$ cat src/core/plb_regs.svh
// Constants for the programmable logic block: widths, counts, reset values.
// Assumes inclusion by its bare name from design files.
`ifndef PLB_REGS_SVH
`define PLB_REGS_SVH
`define PLB_CELL_COUNT   8
`define PLB_TABLE_INPUTS 4
`define PLB_TABLE_DEPTH  16
`define PLB_GCLK_COUNT   8
`define PLB_REG_RESET    1'b0
`define PLB_SR_SET_VAL   1'b1
`endif

$ cat src/core/plb_pkg.sv
// Types for the programmable logic block.
// Assumes nothing beyond a SystemVerilog compiler.
package plb_pkg;
  typedef enum logic {
    PLB_MODE_LOGIC,
    PLB_MODE_ROM
  } plb_mode_t;
  typedef enum logic [1:0] {
    PLB_CFG_IDLE,
    PLB_CFG_LOADING,
    PLB_CFG_WAKEUP,
    PLB_CFG_USER
  } plb_cfg_state_t;
endpackage

$ cat src/core/plb_cell.sv
// One logic cell: four-input table plus carry majority logic.
// Assumes its table contents are held by the parent block.
`timescale 1ns/100ps
`default_nettype none
module plb_cell (
  input  wire logic [15:0] table_bits, // Programmed table entries
  input  wire logic [3:0]  table_in,   // Table select inputs
  input  wire logic        carry_in,   // Fast carry in
  output logic             table_out,  // Combinational table result
  output logic             carry_out   // Fast carry out
);
  // Table lookup, also serves as 16x1 read-only memory
  assign table_out = table_bits[table_in];
  // Majority of carry in and inputs 1 and 2
  assign carry_out = (carry_in & table_in[1]) | (carry_in & table_in[2])
                   | (table_in[1] & table_in[2]);
endmodule
`default_nettype wire

$ cat src/core/plb_block.sv
// Programmable logic block of eight logic cells with shared controls.
// Assumes configuration words arrive on the clock before config_done.
`timescale 1ns/100ps
`default_nettype none
`include "plb_regs.svh"
// Operation
// - Block holds eight cells, each one table and one register.
// - Logic mode: table selects one of 16 entries by inputs.
// - Table usable as sixteen-word one-bit read-only memory.
// - Table contents load only during configuration, never at run time.
// - Each cell is in logic or memory mode, set at configuration.
// - Register is D type; enable and reset each optional.
// - Registers obey device-wide reset asserted after configuration.
// - One clock enable gates all eight registers together.
// - One local set/reset for all; async or sync option, both acting at the clock edge.
// - All registers share one clock, from global buffer or routing.
// - Without set/reset, registers change only by clocked data.
// - Cell output is registered value or bypassed table result.
// - Each cell has carry in and carry out to next cell.
// - Device-wide reset always forces the cleared value.
module plb_block #(
  parameter int CELLS = `PLB_CELL_COUNT
) (
  input  wire logic                clock,          // Block clock (global or routed)
  input  wire logic                reset,          // Device-wide reset, active high
  input  wire logic                cfg_load,       // Configuration write strobe
  input  wire logic [2:0]          cfg_cell,       // Cell selected for config
  input  wire logic [15:0]         cfg_table,      // Table contents
  input  wire logic                cfg_mode_rom,   // Cell uses memory mode
  input  wire logic                cfg_bypass,     // Cell output bypasses register
  input  wire logic                cfg_use_en,     // Block uses clock enable
  input  wire logic                cfg_use_sr,     // Block uses set/reset
  input  wire logic                cfg_sr_async,   // Set/reset asynchronous
  input  wire logic                cfg_sr_set,     // Set/reset sets rather than clears
  input  wire logic                config_done,    // Configuration complete
  input  wire logic [CELLS*4-1:0]  table_in,       // Four table inputs per cell
  input  wire logic                clock_enable,   // Shared clock enable
  input  wire logic                local_set_reset,// Shared local set/reset
  input  wire logic                chain_carry_in, // Fast carry from previous block
  output logic [CELLS-1:0]         cell_out,       // Cell outputs
  output logic                     chain_carry_out,// Fast carry to next block
  output logic                     user_mode_ff    // Block in user operation
);
  // Refuse other sizes at elaboration: the cell index port is three bits wide
  generate
    if (CELLS != `PLB_CELL_COUNT) begin : g_bad_cells
      $error("plb_block serves eight cells only");
    end
  endgenerate

  plb_pkg::plb_cfg_state_t cfg_state_ff;
  plb_pkg::plb_mode_t      mode_ff   [CELLS];
  logic [15:0]             table_ff  [CELLS];
  logic [CELLS-1:0]        bypass_ff;
  logic                    use_en_ff, use_sr_ff, sr_async_ff, sr_set_ff;
  logic [CELLS-1:0]        reg_ff;
  logic [CELLS-1:0]        table_out;
  logic [CELLS:0]          carry;
  logic [CELLS-1:0]        nxt_reg;
  logic                    cell_out_ready;
  logic                    async_sr;
  logic                    chain_out_ff;

  function automatic logic cfg_open(input plb_pkg::plb_cfg_state_t st);
    return (st == plb_pkg::PLB_CFG_IDLE) || (st == plb_pkg::PLB_CFG_LOADING);
  endfunction

  // Configuration sequence: load, wake-up reset, then user operation
  always_ff @(posedge clock or posedge reset) begin
    if (reset) begin
      cfg_state_ff <= plb_pkg::PLB_CFG_IDLE;
    end else begin
      case (cfg_state_ff)
        plb_pkg::PLB_CFG_IDLE: begin
          if (cfg_load) cfg_state_ff <= plb_pkg::PLB_CFG_LOADING;
          else if (config_done) cfg_state_ff <= plb_pkg::PLB_CFG_WAKEUP;
        end
        plb_pkg::PLB_CFG_LOADING: begin
          if (config_done) cfg_state_ff <= plb_pkg::PLB_CFG_WAKEUP;
        end
        plb_pkg::PLB_CFG_WAKEUP: cfg_state_ff <= plb_pkg::PLB_CFG_USER;
        plb_pkg::PLB_CFG_USER:   cfg_state_ff <= plb_pkg::PLB_CFG_USER;
        default:                 cfg_state_ff <= plb_pkg::PLB_CFG_IDLE;
      endcase
    end
  end

  // Table and mode writes accepted only while configuring
  always_ff @(posedge clock or posedge reset) begin
    if (reset) begin
      for (int i = 0; i < CELLS; i++) begin
        table_ff[i] <= 16'h0000;
        mode_ff[i]  <= plb_pkg::PLB_MODE_LOGIC;
      end
      bypass_ff <= '0;
    end else if (cfg_load && cfg_open(cfg_state_ff)) begin
      table_ff[cfg_cell]  <= cfg_table;
      mode_ff[cfg_cell]   <= cfg_mode_rom ? plb_pkg::PLB_MODE_ROM : plb_pkg::PLB_MODE_LOGIC;
      bypass_ff[cfg_cell] <= cfg_bypass;
    end
  end

  // Block-wide control options, also fixed at configuration
  always_ff @(posedge clock or posedge reset) begin
    if (reset) begin
      use_en_ff   <= 1'b0;
      use_sr_ff   <= 1'b0;
      sr_async_ff <= 1'b0;
      sr_set_ff   <= 1'b0;
    end else if (cfg_load && cfg_open(cfg_state_ff)) begin
      use_en_ff   <= cfg_use_en;
      use_sr_ff   <= cfg_use_sr;
      sr_async_ff <= cfg_sr_async;
      sr_set_ff   <= cfg_sr_set;
    end
  end

  // Eight cells with a ripple carry chain
  assign carry[0] = chain_carry_in;
  genvar g;
  generate
    for (g = 0; g < CELLS; g++) begin : g_cell
      plb_cell u_cell (
        .table_bits (table_ff[g]),
        .table_in   (table_in[g*4 +: 4]),
        .carry_in   (carry[g]),
        .table_out  (table_out[g]),
        .carry_out  (carry[g+1])
      );
    end
  endgenerate

  assign cell_out_ready = (cfg_state_ff == plb_pkg::PLB_CFG_USER);
  // Asynchronous set/reset path, only when configured so
  assign async_sr = use_sr_ff && sr_async_ff && local_set_reset && cell_out_ready;

  // Next register value, one place for every term so that the output
  // flops of registered cells and the cell registers can never disagree.
  // Priority: configuration clear, then set/reset, then enabled data.
  // Holding is the default, which is what a low enable asks for.
  always_comb begin
    nxt_reg = reg_ff;
    if (!cell_out_ready) begin
      nxt_reg = {CELLS{`PLB_REG_RESET}};
    end else if (async_sr) begin
      nxt_reg = sr_set_ff ? {CELLS{`PLB_SR_SET_VAL}} : {CELLS{`PLB_REG_RESET}};
    end else if (use_sr_ff && !sr_async_ff && local_set_reset) begin
      nxt_reg = sr_set_ff ? {CELLS{`PLB_SR_SET_VAL}} : {CELLS{`PLB_REG_RESET}};
    end else if (!use_en_ff || clock_enable) begin
      nxt_reg = table_out;
    end
  end

  // Cell registers; async set/reset is folded into nxt_reg, taken at the clock edge.
  // Device reset and wake-up always clear, whatever the variant.
  always_ff @(posedge clock or posedge reset) begin
    if (reset) begin
      reg_ff <= {CELLS{`PLB_REG_RESET}};
    end else begin
      reg_ff <= nxt_reg;
    end
  end

  // Output flops: registered value or one-cycle-late bypass of table
  always_ff @(posedge clock or posedge reset) begin
    if (reset) begin
      cell_out     <= '0;
      chain_out_ff <= 1'b0;
      user_mode_ff <= 1'b0;
    end else begin
      for (int i = 0; i < CELLS; i++) begin
        cell_out[i] <= bypass_ff[i] ? table_out[i] : nxt_reg[i];
      end
      chain_out_ff <= carry[CELLS];
      user_mode_ff <= cell_out_ready;
    end
  end
  assign chain_carry_out = chain_out_ff;

  // Checks
  chk_hold_no_en: assert property (@(posedge clock) disable iff (reset)
    cell_out_ready && use_en_ff && !clock_enable && !(use_sr_ff && local_set_reset)
    && $past(cell_out_ready) |=> reg_ff == $past(reg_ff))
    else $error("registers changed with enable low");
  chk_sync_clear: assert property (@(posedge clock) disable iff (reset)
    cell_out_ready && use_sr_ff && local_set_reset && !sr_set_ff
    |=> reg_ff == '0)
    else $error("set/reset did not clear");
  chk_wake_clear: assert property (@(posedge clock) disable iff (reset)
    cfg_state_ff == plb_pkg::PLB_CFG_WAKEUP |=> reg_ff == '0)
    else $error("wake-up did not clear registers");
  chk_no_run_load: assert property (@(posedge clock) disable iff (reset)
    cell_out_ready ##1 cell_out_ready |-> $stable(table_ff[0]))
    else $error("table changed at run time");
  chk_carry_major: assert property (@(posedge clock) disable iff (reset)
    carry[1] == ((carry[0] & table_in[1]) | (carry[0] & table_in[2])
    | (table_in[1] & table_in[2])))
    else $error("carry not majority");
  chk_chain_out: assert property (@(posedge clock) disable iff (reset)
    1'b1 |=> chain_carry_out == $past(carry[CELLS]))
    else $error("chain carry out wrong");
  chk_table_sel: assert property (@(posedge clock) disable iff (reset)
    table_out[0] == table_ff[0][table_in[3:0]])
    else $error("table selection wrong");
  chk_bypass_out: assert property (@(posedge clock) disable iff (reset)
    bypass_ff[7] |=> cell_out[7] == $past(table_out[7]))
    else $error("bypass output wrong");
  // A registered cell shows exactly its register
  chk_out_register: assert property (@(posedge clock) disable iff (reset)
    !bypass_ff[0] |=> cell_out[0] == reg_ff[0])
    else $error("registered output differs from register");
  chk_load_data: assert property (@(posedge clock) disable iff (reset)
    cell_out_ready && !(use_sr_ff && local_set_reset) && (!use_en_ff || clock_enable)
    |=> reg_ff == $past(table_out))
    else $error("register missed clocked data");
  cov_user: cover property (@(posedge clock) disable iff (reset) cell_out_ready);
  cov_rom: cover property (@(posedge clock) disable iff (reset)
    mode_ff[0] == plb_pkg::PLB_MODE_ROM && cell_out_ready);
  cov_async: cover property (@(posedge clock) disable iff (reset) async_sr);
  cov_ripple: cover property (@(posedge clock) disable iff (reset) chain_carry_in && carry[CELLS]);

  // Asynchronous variant: clear or preset lands on the next edge
  chk_async_clear: assert property (@(posedge clock) disable iff (reset)
    async_sr && !sr_set_ff |=> reg_ff == '0)
    else $error("async set/reset did not clear");
  chk_async_set: assert property (@(posedge clock) disable iff (reset)
    async_sr && sr_set_ff |=> reg_ff == '1)
    else $error("async set/reset did not set");

  // Synchronous set variant
  chk_sync_set: assert property (@(posedge clock) disable iff (reset)
    cell_out_ready && use_sr_ff && !sr_async_ff && local_set_reset && sr_set_ff
    |=> reg_ff == '1)
    else $error("sync set/reset did not set");

  // Outside user operation the registers always sit cleared
  chk_cfg_clear: assert property (@(posedge clock) disable iff (reset)
    !cell_out_ready |=> reg_ff == '0)
    else $error("registers not cleared during configuration");

  // Wake-up lasts one cycle and user operation is left only by reset
  chk_wake_next: assert property (@(posedge clock) disable iff (reset)
    cfg_state_ff == plb_pkg::PLB_CFG_WAKEUP |=> cfg_state_ff == plb_pkg::PLB_CFG_USER)
    else $error("wake-up did not lead to user operation");
  chk_user_stays: assert property (@(posedge clock) disable iff (reset)
    cfg_state_ff == plb_pkg::PLB_CFG_USER |=> cfg_state_ff == plb_pkg::PLB_CFG_USER)
    else $error("user operation left without reset");

  // The status flag is the state, one cycle late
  chk_user_flag: assert property (@(posedge clock) disable iff (reset)
    1'b1 |=> user_mode_ff == $past(cell_out_ready))
    else $error("user flag out of step");

  // Cell mode and bypass choice frozen once running
  chk_mode_frozen: assert property (@(posedge clock) disable iff (reset)
    cell_out_ready ##1 cell_out_ready |-> $stable(mode_ff[0]) && $stable(bypass_ff))
    else $error("cell mode changed at run time");

  // Block options frozen once running
  chk_opts_frozen: assert property (@(posedge clock) disable iff (reset)
    cell_out_ready ##1 cell_out_ready
    |-> $stable(use_en_ff) && $stable(use_sr_ff) && $stable(sr_async_ff)
    && $stable(sr_set_ff))
    else $error("block options changed at run time");

  // Enable low with no set/reset: no register moves
  chk_en_hold: assert property (@(posedge clock) disable iff (reset)
    cell_out_ready && use_en_ff && !clock_enable && !local_set_reset
    |=> $stable(reg_ff))
    else $error("enable low did not hold all registers");

  // Per-cell table and carry checks, one set for each cell of the chain
  generate
    for (g = 0; g < CELLS; g++) begin : g_chk
      chk_cell_table: assert property (@(posedge clock) disable iff (reset)
        table_out[g] == table_ff[g][table_in[g*4 +: 4]])
        else $error("cell table selection wrong");
      chk_cell_carry: assert property (@(posedge clock) disable iff (reset)
        carry[g+1] == ((carry[g] & table_in[g*4+1]) | (carry[g] & table_in[g*4+2])
        | (table_in[g*4+1] & table_in[g*4+2])))
        else $error("cell carry not majority");
    end
  endgenerate

  // Sync set/reset seen in use
  cov_sync: cover property (@(posedge clock) disable iff (reset)
    cell_out_ready && use_sr_ff && !sr_async_ff && local_set_reset);
endmodule
`default_nettype wire

$ cat config.mk
export PLATFORM = sky130hd
export DESIGN_NAME = plb_block
export DESIGN_NICKNAME = d
export VERILOG_FILES = /design/src/core/plb_pkg.sv /design/src/core/plb_cell.sv /design/src/core/plb_block.sv
export VERILOG_INCLUDE_DIRS = /design/src /design/src/core
export SDC_FILE = /design/constraint.sdc
export NUM_CORES = 1
export LEC_CHECK = 0
export ABC_AREA = 1
export CAP_MARGIN = 15
export CORE_MARGIN = 2
export CORE_UTILIZATION = 68
export CTS_CLUSTER_SIZE = 16
export DETAILED_ROUTE_END_ITERATION = 8
export DONT_BUFFER_PORTS = 1
export PLACE_DENSITY_LB_ADDON = 0.05
export SYNTH_ARGS = -nofsm -noshare
export SYNTH_HDL_FRONTEND = slang
export SYNTH_HIERARCHICAL = 1
export SYNTH_SLANG_ARGS = --single-unit
$ cat constraint.sdc
create_clock -name clock -period 10.7 [get_ports clock]
set_input_delay 0.535 -clock clock [delete_from_list [all_inputs] [get_ports clock]]
set_output_delay 0.535 -clock clock [all_outputs]
set_load 0.01 [all_outputs]
==> impl_metrics.tcl <==
set metrics [dict create \
    synth_nets 1056 \
    syn-instance-count 992 \
    first_global_vias 6041 \
    grt_max_degree 84 \
    port-buffer-count 0 \
    grt_use_total 0.328 \
    first_iter_violations 719 \
    cts_resized 0 \
    fin_crit_sh 0.196 \
    tightest_slew_ns 1.02 \
    routed_wl_mm 18.1 \
    cp-start-kind "input port" \
    htree_levels 4 \
    fmax_ghz 0.477 \
    final_common_cell "nand2_1" \
    routedWlPerCell_um 16.0 \
    yosys_register_bits 160 \
    hp-start "cfg_use_sr" \
    synthMuxAreaShare 0 \
    crit_required_ns 11.21 \
    antenna_found_initial 0 \
    synth_compound_area_frac 0.108 \
    grt_pass1_wl_mm 29.4 \
    start_util 0.701 \
    vias 6424 \
    yosysWarnings 6 \
    regArea_mm2 0.00400 \
    drive_above_1_share 0.0835 \
    ant_nets 0 \
    tritoncts "yes" \
    tns_ns 0 \
    via_per_inst 5.66 \
    core_mm2 0.0109 \
    status "finished clean" \
    final_cell_mix "371 x nand2_1, 160 x dfrtp_1, 110 x o21ai_0, 78 x inv_1, 74 x nor2_1" \
    num_io_pins 74 \
    p_leak_uw 0.00413 \
    arrival_ns 2.60 \
    cts_buffers 17 \
    clkLatencyLatePin_ns 0.54 \
    report.final.hold_viol_count 0 \
    multi_input_area_mm2 0.00298 \
    synth_area_mm2 0.00764 \
    critPathCaptureType "asynchronous set/reset pin" \
    maxCapViolations 0 \
    root_buffer "clkbuf_8" \
    syn2layout_area_growth_pct 7.72 \
    synthDistinctLibCells 21 \
    async_flop_share 1.00 \
    crit_type "input port to asynchronous set/reset pin" \
    synth_area_per_cell_um2 7.70 \
    setup-violations-final 0 \
    p_per_area_mw_per_mm2 159 \
    critical_path.startpoint "reset" \
    ys.flop_type "dfrtp_1" \
    synth-xor-area-share 0 \
    maxSlewViolCount 0 \
    final_cells 1134 \
    rsz0062_at_grt "no" \
    fin_skew_ns 0.00654 \
    synthAdderAreaFrac 0 \
    seq_area_frac_synth 0.524 \
    ir_drop_v 0.000104 \
    first_pass_iters 5 \
    drc 0 \
    r2r_slack_ns 8.63 \
    gp_congestion 0.874 \
    design.die.area_mm2 0.0121 \
    relSlewSlack 0.320 \
    cts.sinks 160 \
    clkTransAtPathRegs_ns 0.06 \
    whs_ns 0.119 \
    placed_cells 1099 \
    synth_top_family_by_area "simple AND/OR/NAND/NOR gates" \
    layout.filler_cells 820 \
    rows 38 \
    fin_crit_ns 2.09 \
    fp.dieW_um 110 \
    reg2reg_from "cfg_state_ff[1]" \
    clockBufferDepth 2 \
    n_antenna_cell 0 \
    cp_max_fo 83 \
    die_h_um 110 \
    grt_overflow 0 \
    dp_hpwl_mm 12.0 \
    synth_edf_count 0 \
    final_nets 1045 \
    min_path_type "input port to flop" \
    synth-simple-area-share 0.282 \
]
[worst max-delay path: stages]
cell,delay (ns)
dlygate4sd3_1,0.59
inv_6,0.51
buf_4,0.91
[synth_stat cells, types with 9 or more instances]
cell / instances / area share
nand3_1: 58 / 0.038
o21ai_1: 12 / 0.0079
nor2_2: 17 / 0.014
nand2_1: 371 / 0.18
dfrtp_1: 160 / 0.52
inv_1: 79 / 0.039
nor2_1: 74 / 0.036
clkbuf_1: 17 / 0.0084
o21ai_0: 110 / 0.072
buf_2: 9 / 0.0059
inv_2: 17 / 0.0084
a21oi_1: 33 / 0.022
[path summary, 6_finish.rpt]
kind / cells past startpoint / endpoint
setup / recovery: 3 / table_ff[32]
min in group asynchronous: 2 / table_ff[122]
hold reg to reg: 2 / use_sr_ff
hold / removal: 2 / use_sr_ff
setup reg to reg: 3 / table_ff[104]
max in group clock: 3 / table_ff[104]
[layout make-up]
cell class / instances / share of cell area
sequential: 160 / 0.487
multi-input combinational: 692 / 0.362
inverter: 106 / 0.0563
clock buffer: 22 / 0.0551
tap: 140 / 0.0213
clock inverter: 10 / 0.0135
timing repair buffer: 4 / 0.00532
[flip-flops by register name, summed over array words and instances (netlist names)]
register	count
user_mode_ff	1
sr_set_ff	1
sr_async_ff	1
cfg_state_ff	2
table_ff	128
use_en_ff	1
use_sr_ff	1
reg_ff	8
cell_out	8
chain_carry_out	1
bypass_ff	8
[where the power goes]
part / switching (uW) / internal, uW
combinational: 68.1 / 27.8
clock: 231 / 343
sequential: 11.2 / 624
total: 311 / 994
[layer usage]
metal / vias to the layer above / routed length (um) / global-route usage
met2: 226 / 8490 / 0.504
met5: - / 0 / 0
met1: 3071 / 7780 / 0.471
met4: 0 / 470 / 0.119
met3: 30 / 1400 / 0.0641
li1: 3097 / - / -
[cell families after synthesis]
family,after synthesis
and+or+nand+nor,529
AOI/OAI and AO/OA,163
DFF,160
buffers and inverters,140
[stage by stage]
step	instance area, um^2	power (uW)	setup WS [ns]	utilization
2_1_floorplan	7640	719	5.85	-
3_3_place_gp	7630	736	8.46	0.700
3_5_place_dp	7630	740	8.41	0.700
4_1_cts	8200	1310	8.50	0.753
5_1_grt	8230	1350	8.26	0.756
6_report	8230	1310	8.61	0.756
[timing repair]
| action | 4_1_cts | 5_1_grt |
|---|---|---|
| buffers inserted | 0 | 0 |
| endpoints found under the hold margin | 2 | 0 |
| hold buffers | 1 | 0 |
Note: power is estimated with default switching activity, not from simulation.
